`src/pkg/clk_ctrl_pkg.sv`:
```
package clk_ctrl_pkg;

  // ****************************************
  // Fuse encodings (a one bit means unprogrammed)
  // ****************************************
  localparam logic [3:0] SEL_EXT_CLOCK = 4'h0;
  localparam logic [3:0] SEL_RC_OSC = 4'h2;
  localparam logic [3:0] SEL_LF_XTAL_LO = 4'h6;
  localparam logic [3:0] SEL_LF_XTAL_HI = 4'h7;
  localparam logic [3:0] SEL_XTAL_LO = 4'h8;
  localparam logic [1:0] SUT_SHORT = 2'h0;
  localparam logic [1:0] SUT_MEDIUM = 2'h1;
  localparam logic [1:0] SUT_LONG = 2'h2;
  localparam logic [1:0] SUT_RESERVED = 2'h3;

  // ****************************************
  // Shipped defaults
  // ****************************************
  localparam logic [3:0] DEFAULT_SOURCE = 4'h2;
  localparam logic [1:0] DEFAULT_SUT = 2'h2;
  localparam logic DEFAULT_DIV8 = 1'b0;
  localparam int DIV8_RATIO = 8;

  // ****************************************
  // Start-up counts
  // ****************************************
  localparam int RC_WAKE_CK = 6;
  localparam int RC_RESET_CK = 14;
  localparam int WDOG_SHORT_CYCLES = 4096;
  localparam int WDOG_LONG_CYCLES = 65536;

  // ****************************************
  // Clock source classes
  // ****************************************
  typedef enum logic [2:0] {
    SRC_RESERVED = 3'h0,
    SRC_XTAL = 3'h1,
    SRC_LF_XTAL = 3'h2,
    SRC_RC = 3'h3,
    SRC_EXT = 3'h4
  } source_t;

endpackage

```
`src/pkg/gate_if.sv`:
```
`timescale 1ns/1ns
interface gate_if;
  logic run_core;
  logic run_periph;
  logic run_adc;
  logic run_async;
  logic clk_en;
  logic core_en;
  logic periph_en;
  logic flash_en;
  logic adc_en;
  logic async_en;
  modport ctrl (output run_core, output run_periph, output run_adc, output run_async, output clk_en,
    input core_en, input periph_en, input flash_en, input adc_en, input async_en);
  modport gate (input run_core, input run_periph, input run_adc, input run_async, input clk_en,
    output core_en, output periph_en, output flash_en, output adc_en, output async_en);
endinterface

```
`src/core/wdog_timeout.sv`:
```
`timescale 1ns/1ns
module wdog_timeout #(
  parameter int SHORT_CYCLES = clk_ctrl_pkg::WDOG_SHORT_CYCLES,
  parameter int LONG_CYCLES = clk_ctrl_pkg::WDOG_LONG_CYCLES
) (
  input wire logic clk_i,
  input wire logic rst_i,
  input wire logic wdog_tick_i,
  input wire logic start_i,
  input wire logic [1:0] sut_i,
  output logic done_o
);

  // ****************************************
  // Real-time count on watchdog oscillator ticks
  // ****************************************
  logic [16:0] cnt_r, cnt_nxt;
  logic done_r, done_nxt;

  always_comb begin
    cnt_nxt = cnt_r;
    done_nxt = done_r;
    if (start_i) begin
      done_nxt = 1'b0;
      case (sut_i)
        clk_ctrl_pkg::SUT_MEDIUM: cnt_nxt = 17'(SHORT_CYCLES);
        clk_ctrl_pkg::SUT_LONG: cnt_nxt = 17'(LONG_CYCLES);
        default: cnt_nxt = 17'h0;
      endcase
      if (sut_i != clk_ctrl_pkg::SUT_MEDIUM && sut_i != clk_ctrl_pkg::SUT_LONG) begin
        done_nxt = 1'b1;
      end
    end else if (!done_r && wdog_tick_i) begin
      cnt_nxt = cnt_r - 17'h1;
      if (cnt_r == 17'h1) begin
        done_nxt = 1'b1;
      end
    end
  end

  always_ff @(posedge clk_i) begin
    if (rst_i) begin
      cnt_r <= 17'h0;
      done_r <= 1'b0;
    end else begin
      cnt_r <= cnt_nxt;
      done_r <= done_nxt;
    end
  end

  assign done_o = done_r;

  wdog_load_a: assert property (@(posedge clk_i) disable iff (rst_i)
    start_i && sut_i == clk_ctrl_pkg::SUT_LONG |=> cnt_r == 17'(LONG_CYCLES) && !done_r)
    else $error("Watchdog count not loaded with long time-out.");

endmodule

```
`src/core/clock_gate.sv`:
```
`timescale 1ns/1ns
module clock_gate (
  input wire logic clk_i,
  input wire logic rst_i,
  gate_if.gate g
);

  // ****************************************
  // Domain enables, registered so consumers see glitch-free strobes
  // ****************************************
  logic core_r, core_nxt;
  logic periph_r, periph_nxt;
  logic flash_r, flash_nxt;
  logic adc_r, adc_nxt;
  logic async_r, async_nxt;

  always_comb begin
    core_nxt = g.clk_en && g.run_core;
    flash_nxt = g.clk_en && g.run_core;
    periph_nxt = g.clk_en && g.run_periph;
    adc_nxt = g.clk_en && g.run_adc;
    async_nxt = g.run_async;
  end

  always_ff @(posedge clk_i) begin
    if (rst_i) begin
      core_r <= 1'b0;
      periph_r <= 1'b0;
      flash_r <= 1'b0;
      adc_r <= 1'b0;
      async_r <= 1'b0;
    end else begin
      core_r <= core_nxt;
      periph_r <= periph_nxt;
      flash_r <= flash_nxt;
      adc_r <= adc_nxt;
      async_r <= async_nxt;
    end
  end

  assign g.core_en = core_r;
  assign g.periph_en = periph_r;
  assign g.flash_en = flash_r;
  assign g.adc_en = adc_r;
  assign g.async_en = async_r;

  flash_core_a: assert property (@(posedge clk_i) disable iff (rst_i) flash_r == core_r)
    else $error("Program memory enable differs from core enable.");

endmodule

```
`src/core/clock_source_startup_control.sv`:
```
`timescale 1ns/1ns
// How it works
// Four fuse bits select crystal, low-frequency crystal, RC, external, or reserved.
// A fuse bit at one is unprogrammed; zero is programmed.
// Wake from deep sleep counts selected-clock cycles before core runs again.
// Reset start adds a real-time delay timed by watchdog oscillator ticks.
// Reset time-out is 4096 or 65536 watchdog ticks by start-up setting.
// Shipped defaults: RC source, longest start-up, divide-by-eight programmed.
// Reset loads the factory calibration byte into the RC calibration value.
// Software may overwrite the calibration value; it drives the RC trim.
// Watchdog oscillator keeps timing watchdog and reset time-out with RC clock.
// RC source: wake 6 CK; reset 14 CK plus 0, 4.1 or 65 ms.
// Core clock enable feeds register file, status and stack storage.
// Peripheral clock enable may be gated; async interrupt detect stays live.
// Serial unit start detection stays armed while the peripheral clock halts.
// Program memory clock follows the core clock.
// Asynchronous timer domain keeps running during sleep.
// Converter domain may run while core and peripheral clocks halt.
// Sleep selection halts unused domains individually.
// All derived domains stay gated until both start-up counts expire; the asynchronous timer domain follows async_run_i and is not gated.
module clock_source_startup_control #(
  parameter int WDOG_SHORT = clk_ctrl_pkg::WDOG_SHORT_CYCLES,
  parameter int WDOG_LONG = clk_ctrl_pkg::WDOG_LONG_CYCLES,
  parameter logic [7:0] FACTORY_CAL = 8'h80
) (
  // Clock and reset
  input wire logic clk_i,
  input wire logic rst_i,
  // Fuses and oscillator ticks
  input wire logic [3:0] clock_source_select_fuses_i,
  input wire logic [1:0] startup_time_fuses_i,
  input wire logic divide_by_eight_fuse_i,
  input wire logic src_tick_i,
  input wire logic wdog_tick_i,
  // Sleep and calibration control
  input wire logic deep_sleep_i,
  input wire logic core_run_i,
  input wire logic periph_run_i,
  input wire logic adc_run_i,
  input wire logic async_run_i,
  input wire logic cal_we_i,
  input wire logic [7:0] cal_wdata_i,
  // Status and clock enables
  output logic [7:0] rc_calibration_value_o,
  output logic [2:0] source_o,
  output logic div8_o,
  output logic exec_ok_o,
  output logic watchdog_timer_clk_o,
  output logic start_detect_async_o,
  output logic core_clock_o,
  output logic peripheral_clock_o,
  output logic program_memory_clock_o,
  output logic converter_clock_o,
  output logic async_timer_clock_o
);

  // ****************************************
  // Fuse decode
  // ****************************************
  function automatic clk_ctrl_pkg::source_t decode_src(input logic [3:0] f);
    if (f >= clk_ctrl_pkg::SEL_XTAL_LO) begin
      decode_src = clk_ctrl_pkg::SRC_XTAL;
    end else if (f == clk_ctrl_pkg::SEL_LF_XTAL_LO || f == clk_ctrl_pkg::SEL_LF_XTAL_HI) begin
      decode_src = clk_ctrl_pkg::SRC_LF_XTAL;
    end else if (f == clk_ctrl_pkg::SEL_RC_OSC) begin
      decode_src = clk_ctrl_pkg::SRC_RC;
    end else if (f == clk_ctrl_pkg::SEL_EXT_CLOCK) begin
      decode_src = clk_ctrl_pkg::SRC_EXT;
    end else begin
      decode_src = clk_ctrl_pkg::SRC_RESERVED;
    end
  endfunction

  // Start-up source cycles; only the RC tables are modelled, others reuse them.
  function automatic logic [4:0] ck_count(input logic reset_start);
    ck_count = reset_start ? 5'(clk_ctrl_pkg::RC_RESET_CK) : 5'(clk_ctrl_pkg::RC_WAKE_CK);
  endfunction

  // ****************************************
  // Start-up sequencer
  // ****************************************
  typedef enum logic [3:0] {
    ST_LATCH = 4'b0001,
    ST_CK = 4'b0010,
    ST_WDOG = 4'b0100,
    ST_RUN = 4'b1000
  } state_t;

  state_t state_r, state_nxt;
  logic [4:0] ck_r, ck_nxt;
  logic from_reset_r, from_reset_nxt;
  logic [3:0] sel_r, sel_nxt;
  logic [1:0] sut_r, sut_nxt;
  logic div8_r, div8_nxt;
  logic [7:0] cal_r, cal_nxt;
  logic exec_r, exec_nxt;
  logic wd_start;
  logic wd_done;
  logic sleep_d_r;
  clk_ctrl_pkg::source_t src_r, src_nxt;

  always_comb begin
    state_nxt = state_r;
    ck_nxt = ck_r;
    from_reset_nxt = from_reset_r;
    sel_nxt = sel_r;
    sut_nxt = sut_r;
    div8_nxt = div8_r;
    cal_nxt = cal_r;
    src_nxt = src_r;
    wd_start = 1'b0;
    if (cal_we_i && state_r != ST_LATCH) begin
      cal_nxt = cal_wdata_i;
    end
    case (state_r)
      ST_LATCH: begin
        sel_nxt = clock_source_select_fuses_i;
        sut_nxt = startup_time_fuses_i;
        div8_nxt = !divide_by_eight_fuse_i;
        src_nxt = decode_src(clock_source_select_fuses_i);
        cal_nxt = FACTORY_CAL;
        ck_nxt = ck_count(1'b1);
        from_reset_nxt = 1'b1;
        state_nxt = ST_CK;
      end
      ST_CK: begin
        if (src_tick_i) begin
          if (ck_r <= 5'h1) begin
            ck_nxt = 5'h0;
            if (from_reset_r) begin
              wd_start = 1'b1;
              state_nxt = ST_WDOG;
            end else begin
              state_nxt = ST_RUN;
            end
          end else begin
            ck_nxt = ck_r - 5'h1;
          end
        end
      end
      ST_WDOG: begin
        if (wd_done) begin
          from_reset_nxt = 1'b0;
          state_nxt = ST_RUN;
        end
      end
      ST_RUN: begin
        if (sleep_d_r && !deep_sleep_i) begin
          ck_nxt = ck_count(1'b0);
          state_nxt = ST_CK;
        end
      end
      default: state_nxt = ST_LATCH;
    endcase
    exec_nxt = (state_nxt == ST_RUN) && !deep_sleep_i;
  end

  always_ff @(posedge clk_i) begin
    if (rst_i) begin
      state_r <= ST_LATCH;
      ck_r <= 5'h0;
      from_reset_r <= 1'b1;
      sel_r <= clk_ctrl_pkg::DEFAULT_SOURCE;
      sut_r <= clk_ctrl_pkg::DEFAULT_SUT;
      div8_r <= !clk_ctrl_pkg::DEFAULT_DIV8;
      cal_r <= 8'h00;
      src_r <= clk_ctrl_pkg::SRC_RC;
      exec_r <= 1'b0;
      sleep_d_r <= 1'b0;
    end else begin
      state_r <= state_nxt;
      ck_r <= ck_nxt;
      from_reset_r <= from_reset_nxt;
      sel_r <= sel_nxt;
      sut_r <= sut_nxt;
      div8_r <= div8_nxt;
      cal_r <= cal_nxt;
      src_r <= src_nxt;
      exec_r <= exec_nxt;
      sleep_d_r <= deep_sleep_i;
    end
  end

  wdog_timeout #(
    .SHORT_CYCLES(WDOG_SHORT),
    .LONG_CYCLES(WDOG_LONG)
  ) u_wdog (
    .clk_i(clk_i),
    .rst_i(rst_i),
    .wdog_tick_i(wdog_tick_i),
    .start_i(wd_start),
    .sut_i(sut_r),
    .done_o(wd_done)
  );

  // ****************************************
  // Domain gating
  // ****************************************
  gate_if g();

  // Start-up gating follows the run state, not the execute flag, so the converter
  // domain keeps its clock while deep sleep halts the core.
  assign g.clk_en = (state_r == ST_RUN);
  assign g.run_core = core_run_i && !deep_sleep_i;
  assign g.run_periph = periph_run_i && !deep_sleep_i;
  assign g.run_adc = adc_run_i;
  assign g.run_async = async_run_i;

  clock_gate u_gate (
    .clk_i(clk_i),
    .rst_i(rst_i),
    .g(g)
  );

  logic wdclk_r, wdclk_nxt;
  logic start_async_r, start_async_nxt;

  always_comb begin
    wdclk_nxt = wdog_tick_i;
    start_async_nxt = !g.periph_en;
  end

  always_ff @(posedge clk_i) begin
    if (rst_i) begin
      wdclk_r <= 1'b0;
      start_async_r <= 1'b1;
    end else begin
      wdclk_r <= wdclk_nxt;
      start_async_r <= start_async_nxt;
    end
  end

  assign rc_calibration_value_o = cal_r;
  assign source_o = src_r;
  assign div8_o = div8_r;
  assign exec_ok_o = exec_r;
  assign watchdog_timer_clk_o = wdclk_r;
  assign start_detect_async_o = start_async_r;
  assign core_clock_o = g.core_en;
  assign peripheral_clock_o = g.periph_en;
  assign program_memory_clock_o = g.flash_en;
  assign converter_clock_o = g.adc_en;
  assign async_timer_clock_o = g.async_en;

  // ****************************************
  // Checks
  // ****************************************
  cal_load_a: assert property (@(posedge clk_i) disable iff (rst_i)
    state_r == ST_LATCH |=> cal_r == FACTORY_CAL)
    else $error("Calibration byte not loaded at reset.");
  cal_write_a: assert property (@(posedge clk_i) disable iff (rst_i)
    cal_we_i && state_r == ST_RUN |=> cal_r == $past(cal_wdata_i))
    else $error("Calibration write not applied.");
  gated_start_a: assert property (@(posedge clk_i) disable iff (rst_i)
    state_r != ST_RUN |=> !core_clock_o)
    else $error("Core clock ran during start-up.");
  wdog_wait_a: assert property (@(posedge clk_i) disable iff (rst_i)
    state_r == ST_WDOG && !wd_done |=> state_r != ST_RUN)
    else $error("Left reset delay before time-out.");
  wake_count_a: assert property (@(posedge clk_i) disable iff (rst_i)
    state_r == ST_RUN && sleep_d_r && !deep_sleep_i |=> state_r == ST_CK && ck_r == 5'h6)
    else $error("Wake count not six cycles.");
  fuse_sense_a: assert property (@(posedge clk_i) disable iff (rst_i)
    state_r == ST_LATCH |=> div8_r == !$past(divide_by_eight_fuse_i))
    else $error("Divide fuse sense inverted.");
  decode_rc_a: assert property (@(posedge clk_i) disable iff (rst_i)
    state_r == ST_LATCH && clock_source_select_fuses_i == 4'h2 |=> src_r == clk_ctrl_pkg::SRC_RC)
    else $error("RC selection misdecoded.");
  no_exec_sleep_a: assert property (@(posedge clk_i) disable iff (rst_i)
    deep_sleep_i |=> !exec_r)
    else $error("Execution allowed in deep sleep.");
  reset_count_a: assert property (@(posedge clk_i) disable iff (rst_i)
    state_r == ST_LATCH |=> state_r == ST_CK && ck_r == 5'(clk_ctrl_pkg::RC_RESET_CK))
    else $error("Reset count not fourteen cycles.");
  tick_wait_a: assert property (@(posedge clk_i) disable iff (rst_i)
    state_r == ST_CK && !src_tick_i |=> state_r == ST_CK)
    else $error("Start-up count moved without a source tick.");
  wake_direct_a: assert property (@(posedge clk_i) disable iff (rst_i)
    state_r == ST_CK && !from_reset_r |=> state_r != ST_WDOG)
    else $error("Wake start-up took the reset delay.");
  wdog_start_a: assert property (@(posedge clk_i) disable iff (rst_i)
    state_r == ST_CK && src_tick_i && ck_r <= 5'h1 && from_reset_r |=> state_r == ST_WDOG)
    else $error("Reset start skipped the real-time delay.");
  exec_state_a: assert property (@(posedge clk_i) disable iff (rst_i)
    exec_ok_o |-> state_r == ST_RUN)
    else $error("Execution allowed outside the run state.");
  fuse_hold_a: assert property (@(posedge clk_i) disable iff (rst_i)
    state_r != ST_LATCH |=> $stable(sel_r) && $stable(sut_r))
    else $error("Latched fuse settings changed after start.");
  converter_run_a: assert property (@(posedge clk_i) disable iff (rst_i)
    state_r == ST_RUN && adc_run_i |=> converter_clock_o)
    else $error("Converter clock halted while requested.");
  async_run_a: assert property (@(posedge clk_i) disable iff (rst_i)
    async_run_i |=> async_timer_clock_o)
    else $error("Asynchronous timer clock halted while requested.");
  wdog_clock_a: assert property (@(posedge clk_i) disable iff (rst_i)
    wdog_tick_i |=> watchdog_timer_clk_o)
    else $error("Watchdog timer clock missed a tick.");
  start_detect_a: assert property (@(posedge clk_i) disable iff (rst_i)
    !peripheral_clock_o |=> start_detect_async_o)
    else $error("Start detection not armed while peripheral clock halts.");
  core_sleep_a: assert property (@(posedge clk_i) disable iff (rst_i)
    deep_sleep_i |=> !core_clock_o && !peripheral_clock_o)
    else $error("Core or peripheral clock ran in deep sleep.");

endmodule

```
`config.mk`:
```
export PLATFORM = sky130hd
export DESIGN_NAME = clock_source_startup_control
export DESIGN_NICKNAME = d
export VERILOG_FILES = /design/src/pkg/clk_ctrl_pkg.sv /design/src/pkg/gate_if.sv /design/src/core/wdog_timeout.sv /design/src/core/clock_gate.sv /design/src/core/clock_source_startup_control.sv
export SDC_FILE = /design/constraint.sdc
export NUM_CORES = 1
export LEC_CHECK = 0
export ABC_AREA = 0
export BUFFER_PORTS_ARGS = -buffer_cell sky130_fd_sc_hd__buf_2
export CORE_MARGIN = 4
export CORE_UTILIZATION = 54
export DETAILED_ROUTE_END_ITERATION = 10
export PLACE_DENSITY_LB_ADDON = 0.2
export SLEW_MARGIN = 40
export SYNTH_ARGS = -nofsm -noshare
export SYNTH_HDL_FRONTEND = slang
export SYNTH_SLANG_ARGS = --single-unit
export TNS_END_PERCENT = 30
```
`constraint.sdc`:
```
create_clock -name clk_i -period 3.1 [get_ports clk_i]
set_clock_uncertainty 0.1 [all_clocks]
set_input_delay 0.31 -clock clk_i [delete_from_list [all_inputs] [get_ports clk_i]]
set_output_delay 0.31 -clock clk_i [all_outputs]
set_load 0.01 [all_outputs]
```
# Word level (Yosys, flattened, before mapping)
# Index checks and enable logic that the tools add are counted.
[word_totals]
register_bits = 50
output_inout_bits = 20
[classes]
n_reduce_logical = 25
muxes = 29
magnitude_cmp = 2
add_sub_neg = 2
eq_ne = 17
[ops]
columns = ["cell", "n"]
rows = [
  ["two-way mux 17 bit", 2],
  ["one-hot mux 17 bit (2 select lines)", 1],
  ["two-way mux 4 bit", 5],
  ["equality test 17 x 1 -> 1 bit (second input constant)", 1],
  ["subtractor 17 x 1 -> 17 bit (second input constant)", 1],
  ["two-way mux 8 bit", 2],
  ["one-hot mux 4 bit (4 select lines)", 1],
  ["two-way mux 5 bit", 3],
  ["one-hot mux 5 bit (3 select lines)", 1],
  ["equality test 4 x 3 -> 1 bit (second input constant)", 3],
  ["two-way mux 3 bit", 4],
  ["logical AND 1 bit", 10],
  ["two-way mux 1 bit", 9],
  ["equality test 4 x 2 -> 1 bit (second input constant)", 2],
  ["equality test 4 bit (second input constant)", 2],
  ["nonzero test 2 bit", 4],
  ["inequality test 2 bit (second input constant)", 3],
  ["<= comparator 5 x 1 -> 1 bit (second input constant)", 1],
  ["subtractor 5 x 1 -> 5 bit (second input constant)", 1],
  ["equality test 4 x 1 -> 1 bit (second input constant)", 1],
  [">= comparator 4 bit (second input constant)", 1],
  ["logical NOT 1 bit", 4],
  ["logical NOT 4 bit", 1],
  ["inequality test 2 x 1 -> 1 bit (second input constant)", 2],
  ["9 further kinds", 10],
]

# Logic depth before layout (Yosys ltp)
[logic_depth]
word_depth = 6
mapped_depth = 7

# By module
# Synthesis repeated with hierarchy kept, for this count alone.
[hier_totals]
cells_unflattened = 251
area_unflattened_um2 = 2308.5
[modules_own_cells]
columns = ["module", "area_each_um2", "seq_area_each_um2", "instances", "cells_each"]
rows = [
  ["clock_source_startup_control", 1280.0, 560.5, 1, 138],
  ["wdog_timeout", 908.4, 360.3, 1, 104],
  ["clock_gate", 120.1, 80.1, 1, 9],
]

# Worst setup path after synthesis
# Ideal clock, no wire load.
[synth_path]
kind = "reg-to-reg"
startpoint = "register u_wdog.cnt_r[2]"
endpoint = "register u_wdog.cnt_r[14]"
n_path_buf = 2
arrival_ns = 2.062
stages_incl_launch_ff = 7
slack_ns = 0.867
setup_time_ns = 0.071
synth_period_minus_slack_ns = 2.233
cell_sequence = "dfxtp_1 -> or4_1 -> buf_2 -> or3_1 -> buf_2 -> or4_1 -> a21oi_1"
[synth_via]
elab_chain_cells = 3
[synth_lines]
columns = ["item", "line_no", "text"]
rows = [
  ["from (decl)", "wdog_timeout.sv:17", "logic [16:0] cnt_r, cnt_nxt;"],
  ["from (signal assigned)", "wdog_timeout.sv:46", "cnt_r <= cnt_nxt;"],
  ["subtractor 17 x 1 -> 17 bit", "wdog_timeout.sv:34", "cnt_nxt = cnt_r - 17'h1;"],
  ["two-way mux 17 bit", "wdog_timeout.sv:33", "end else if (!done_r && wdog_tick_i) begin"],
  ["two-way mux 17 bit", "wdog_timeout.sv:23", "if (start_i) begin"],
]
# No other way between the ends. The select of a mux whose other input is x is not followed.
# A chain may end at the register's enable or synchronous reset.

# Worst setup path in the final report
# Ends and elaborated chain as after synthesis.

==> metrics.md <==
| Metric | Value |
|---|---|
| Hpwl dp | `around 3.5 mm` |
| Total die area | `5411 um2` |
| Commonest cells after routing, fill and taps aside | `dfxtp_1 (50), buf_2 (44), nor2_1 (26), a21oi_1 (14), mux2i_1 (14)` |
| MaxCap Viol Count | `0` |
| Via density | `5.710` |
| Area of the mapped netlist | `~2300 um2` |
| Detail Route Antenna Nets | `0` |
| Worst R2R Setup Slack | `about 800 ps` |
| Number of diodes | `0` |
| Final Setup Violations | `0` |
| R2R Path Start | `u_wdog.cnt_r[2]` |
| Worst slew margin | `0.5972` |
| Fill cells | `approximately 370` |
| R2R Path End | `u_wdog.cnt_r[14]` |
| Reg area | `approximately 1000 um2` |
| Layout cells sized above 1 | `0.2136` |
| Core Box Area | `about 4000 um2` |
| Tightest Pin Transition | `between 600 and 700 ps` |
| Met3 usage in global routing | `0.05472` |
| Final-stage net count | `325` |
| Number of cell rows | `23` |
| Most common cell after layout, fill and taps aside | `dfxtp_1` |
| Sequential area share after synthesis | `0.4313` |
| Final hold violation count | `0` |
| GRT overflow | `0` |
| Pwr dens | `~760 nW/um2` |
| Die Wd | `73.56 um` |
| Final Cycle Share | `0.7409` |
| Antenna violations before repair | `0` |
| CTS tree | `yes` |
| R2R depth | `4` |
| Global-route usage over all layers | `0.1828` |
| Setup TNS | `0 ps` |
| Synth Register Bits | `50` |
| Critical path origin | `u_wdog.cnt_r[2]` |
| Busiest grt layer | `met2` |
| First-pass GRT wire length | `7.886 mm` |
| Ys async rst share | `0` |
| H-Tree Depth | `2` |
| CP required | `approximately 3200 ps` |
| Yosys warning total | `0` |
| Arrival @ worst endpoint | `2420 ps` |
| I/O Buffers | `44` |
| Crit start category | `flip-flop` |
| Final max-slew violation count | `0` |
| Post-CTS setup buffers | `0` |
| Status | `complete, no violations` |
| I/O Pins | `45` |
| Fin crit period | `2297 ps` |
| Syn Inst Count | `254` |
| Clock latency on the worst-skew pair | `290 ps` |
| VDD IR max | `0.4814 mV` |
| M1 GR Usage | `0.2270` |
| Multi-input gate area | `~1200 um2` |
| Root buf cell | `clkbuf_8` |
| TritonCTS Sinks | `50` |
| CP Max Fanout | `6` |
| Post-synth cell types | `50` |
| CTS Hold Bufs | `0` |
| Number of global-route vias before repair | `1823` |
| Critical Path End Type | `flip-flop` |
| WL/cell | `13.76 um` |
| Resized Gates After CTS | `0` |
| DRT iter0 DRCs | `between 80 and 90` |
| Hold WC Path Type | `in -> reg` |
| Final wirelength | `4.747 mm` |
| Ys flop type | `dfxtp_1` |
| Number of synthesized flops with an enable pin | `0` |
| Util after Layout | `0.6641` |
| Total Power | `2.050 mW` |
| Grt met2 use | `0.2933` |
| Unrepaired setup endpoints after global routing | `false` |
| Clk buf depth | `2` |
| Post-Syn Area per Cell | `9.138 um2` |
| DIE HEIGHT | `73.56 um` |
| Residual DRC | `0` |
| DR pass1 iterations | `4` |
| Max Clock Freq | `between 0.4 and 0.5 GHz` |
| Worst setup path class | `reg -> reg` |
| Critical path endpoint | `u_wdog.cnt_r[14]` |
| Largest net degree at the start of global routing | `27` |
| Clock transition at path regs | `about 90 ps` |
| Area Overhead vs Synth | `16.93%` |
| Global placer's final weighted congestion | `0.8687` |
| Vias | `1970` |
| Syn nets | `roughly 290` |
| Cts bufs inserted | `5` |
| Initial core utilization | `0.5680` |
| Leak | `1.154 nW` |
logic make-up (layout without fill, tap and decap cells):
| kind of cell | Yosys count | in the layout | share of synthesized area |
|---|---|---|---|
| AND/OR/NAND/NOR | 101 | 101 | 0.2507 |
| AO/OA/AOI/OAI | 50 | 50 | 0.1499 |
| flip-flops | 50 | 50 | 0.4313 |
| buffers and inverters | 24 | 65 | 0.04151 |
| multiplexers | 14 | 14 | 0.06038 |
| XOR/XNOR | 9 | 9 | 0.03396 |
| adder cells (fa/ha/maj) | 6 | 6 | 0.03234 |
where the power goes:
group | switching (mW) | leakage (nW) | internal (mW)
Sequential | 0.106 | 0.410 | 0.756
Combinational | 0.352 | 0.673 | 0.285
Clock | 0.207 | 0.0714 | 0.344
routing by layer:
metal	part of all wire	wire length, um
met1	0.45	2122
met3	0.039	183
met5	0	0
met2	0.50	2370
met4	0.015	71
final cells by class:
type | count | share of cell area
clock buffer | 6 | 0.03043
clock inverter | 2 | 0.02213
inverter | 11 | 0.01521
multi-input combinational | 180 | 0.4537
sequential | 50 | 0.3688
tap | 50 | 0.02305
timing repair buffer | 46 | 0.08668
registers in the layout, summed over array words and instances (netlist names), 2 cells and up:
| name | flops |
|---|---|
| rc_calibration_value_o | 8 |
| sut_r | 2 |
| u_wdog.cnt_r | 17 |
| ck_r | 5 |
| source_o | 3 |
| state_r | 4 |
stage by stage:
step / setup slack, ps / instances / hold WS [ps] / area [um2]
after floorplan: 867.0 / 254 / 288.5 / 2321
after global placement: 874.6 / 337 / 276.9 / 2564
after global routing: 698.9 / 345 / 109.5 / 2714
after CTS: 803.2 / 345 / 104.3 / 2706
final: 803.1 / 345 / 111.5 / 2714
after detailed placement: 822.3 / 337 / 278.2 / 2564
cell usage after synthesis (7+ instances only):
cell type | instances | area, um2
nor3_1 | 7 | 35.03
a21oi_1 | 14 | 70.07
clkbuf_1 | 9 | 33.78
nor2_1 | 26 | 97.59
nand2b_1 | 10 | 62.56
inv_1 | 11 | 41.29
mux2i_1 | 14 | 140.1
nand2_1 | 9 | 33.78
dfxtp_1 | 50 | 1001
worst max-delay path: stages (launching register included):
cell,delay [ps]
dfxtp_1,360
or4_1,640
or3_1,470
or4_1,520
a21oi_1,140
worst min path at each step:
stage | startpoint | to | slack, ps | depth (start not counted)
6_report | periph_run_i | u_gate.g.periph_en | 110 | 2
5_1_grt | periph_run_i | u_gate.g.periph_en | 110 | 2
4_1_cts | periph_run_i | u_gate.g.periph_en | 100 | 2
3_5_place_dp | u_gate.g.periph_en | start_detect_async_o | 280 | 1
3_3_place_gp | u_gate.g.periph_en | start_detect_async_o | 280 | 1
2_1_floorplan | deep_sleep_i | exec_ok_o | 290 | 1
Power figures use the tool's default switching activity.
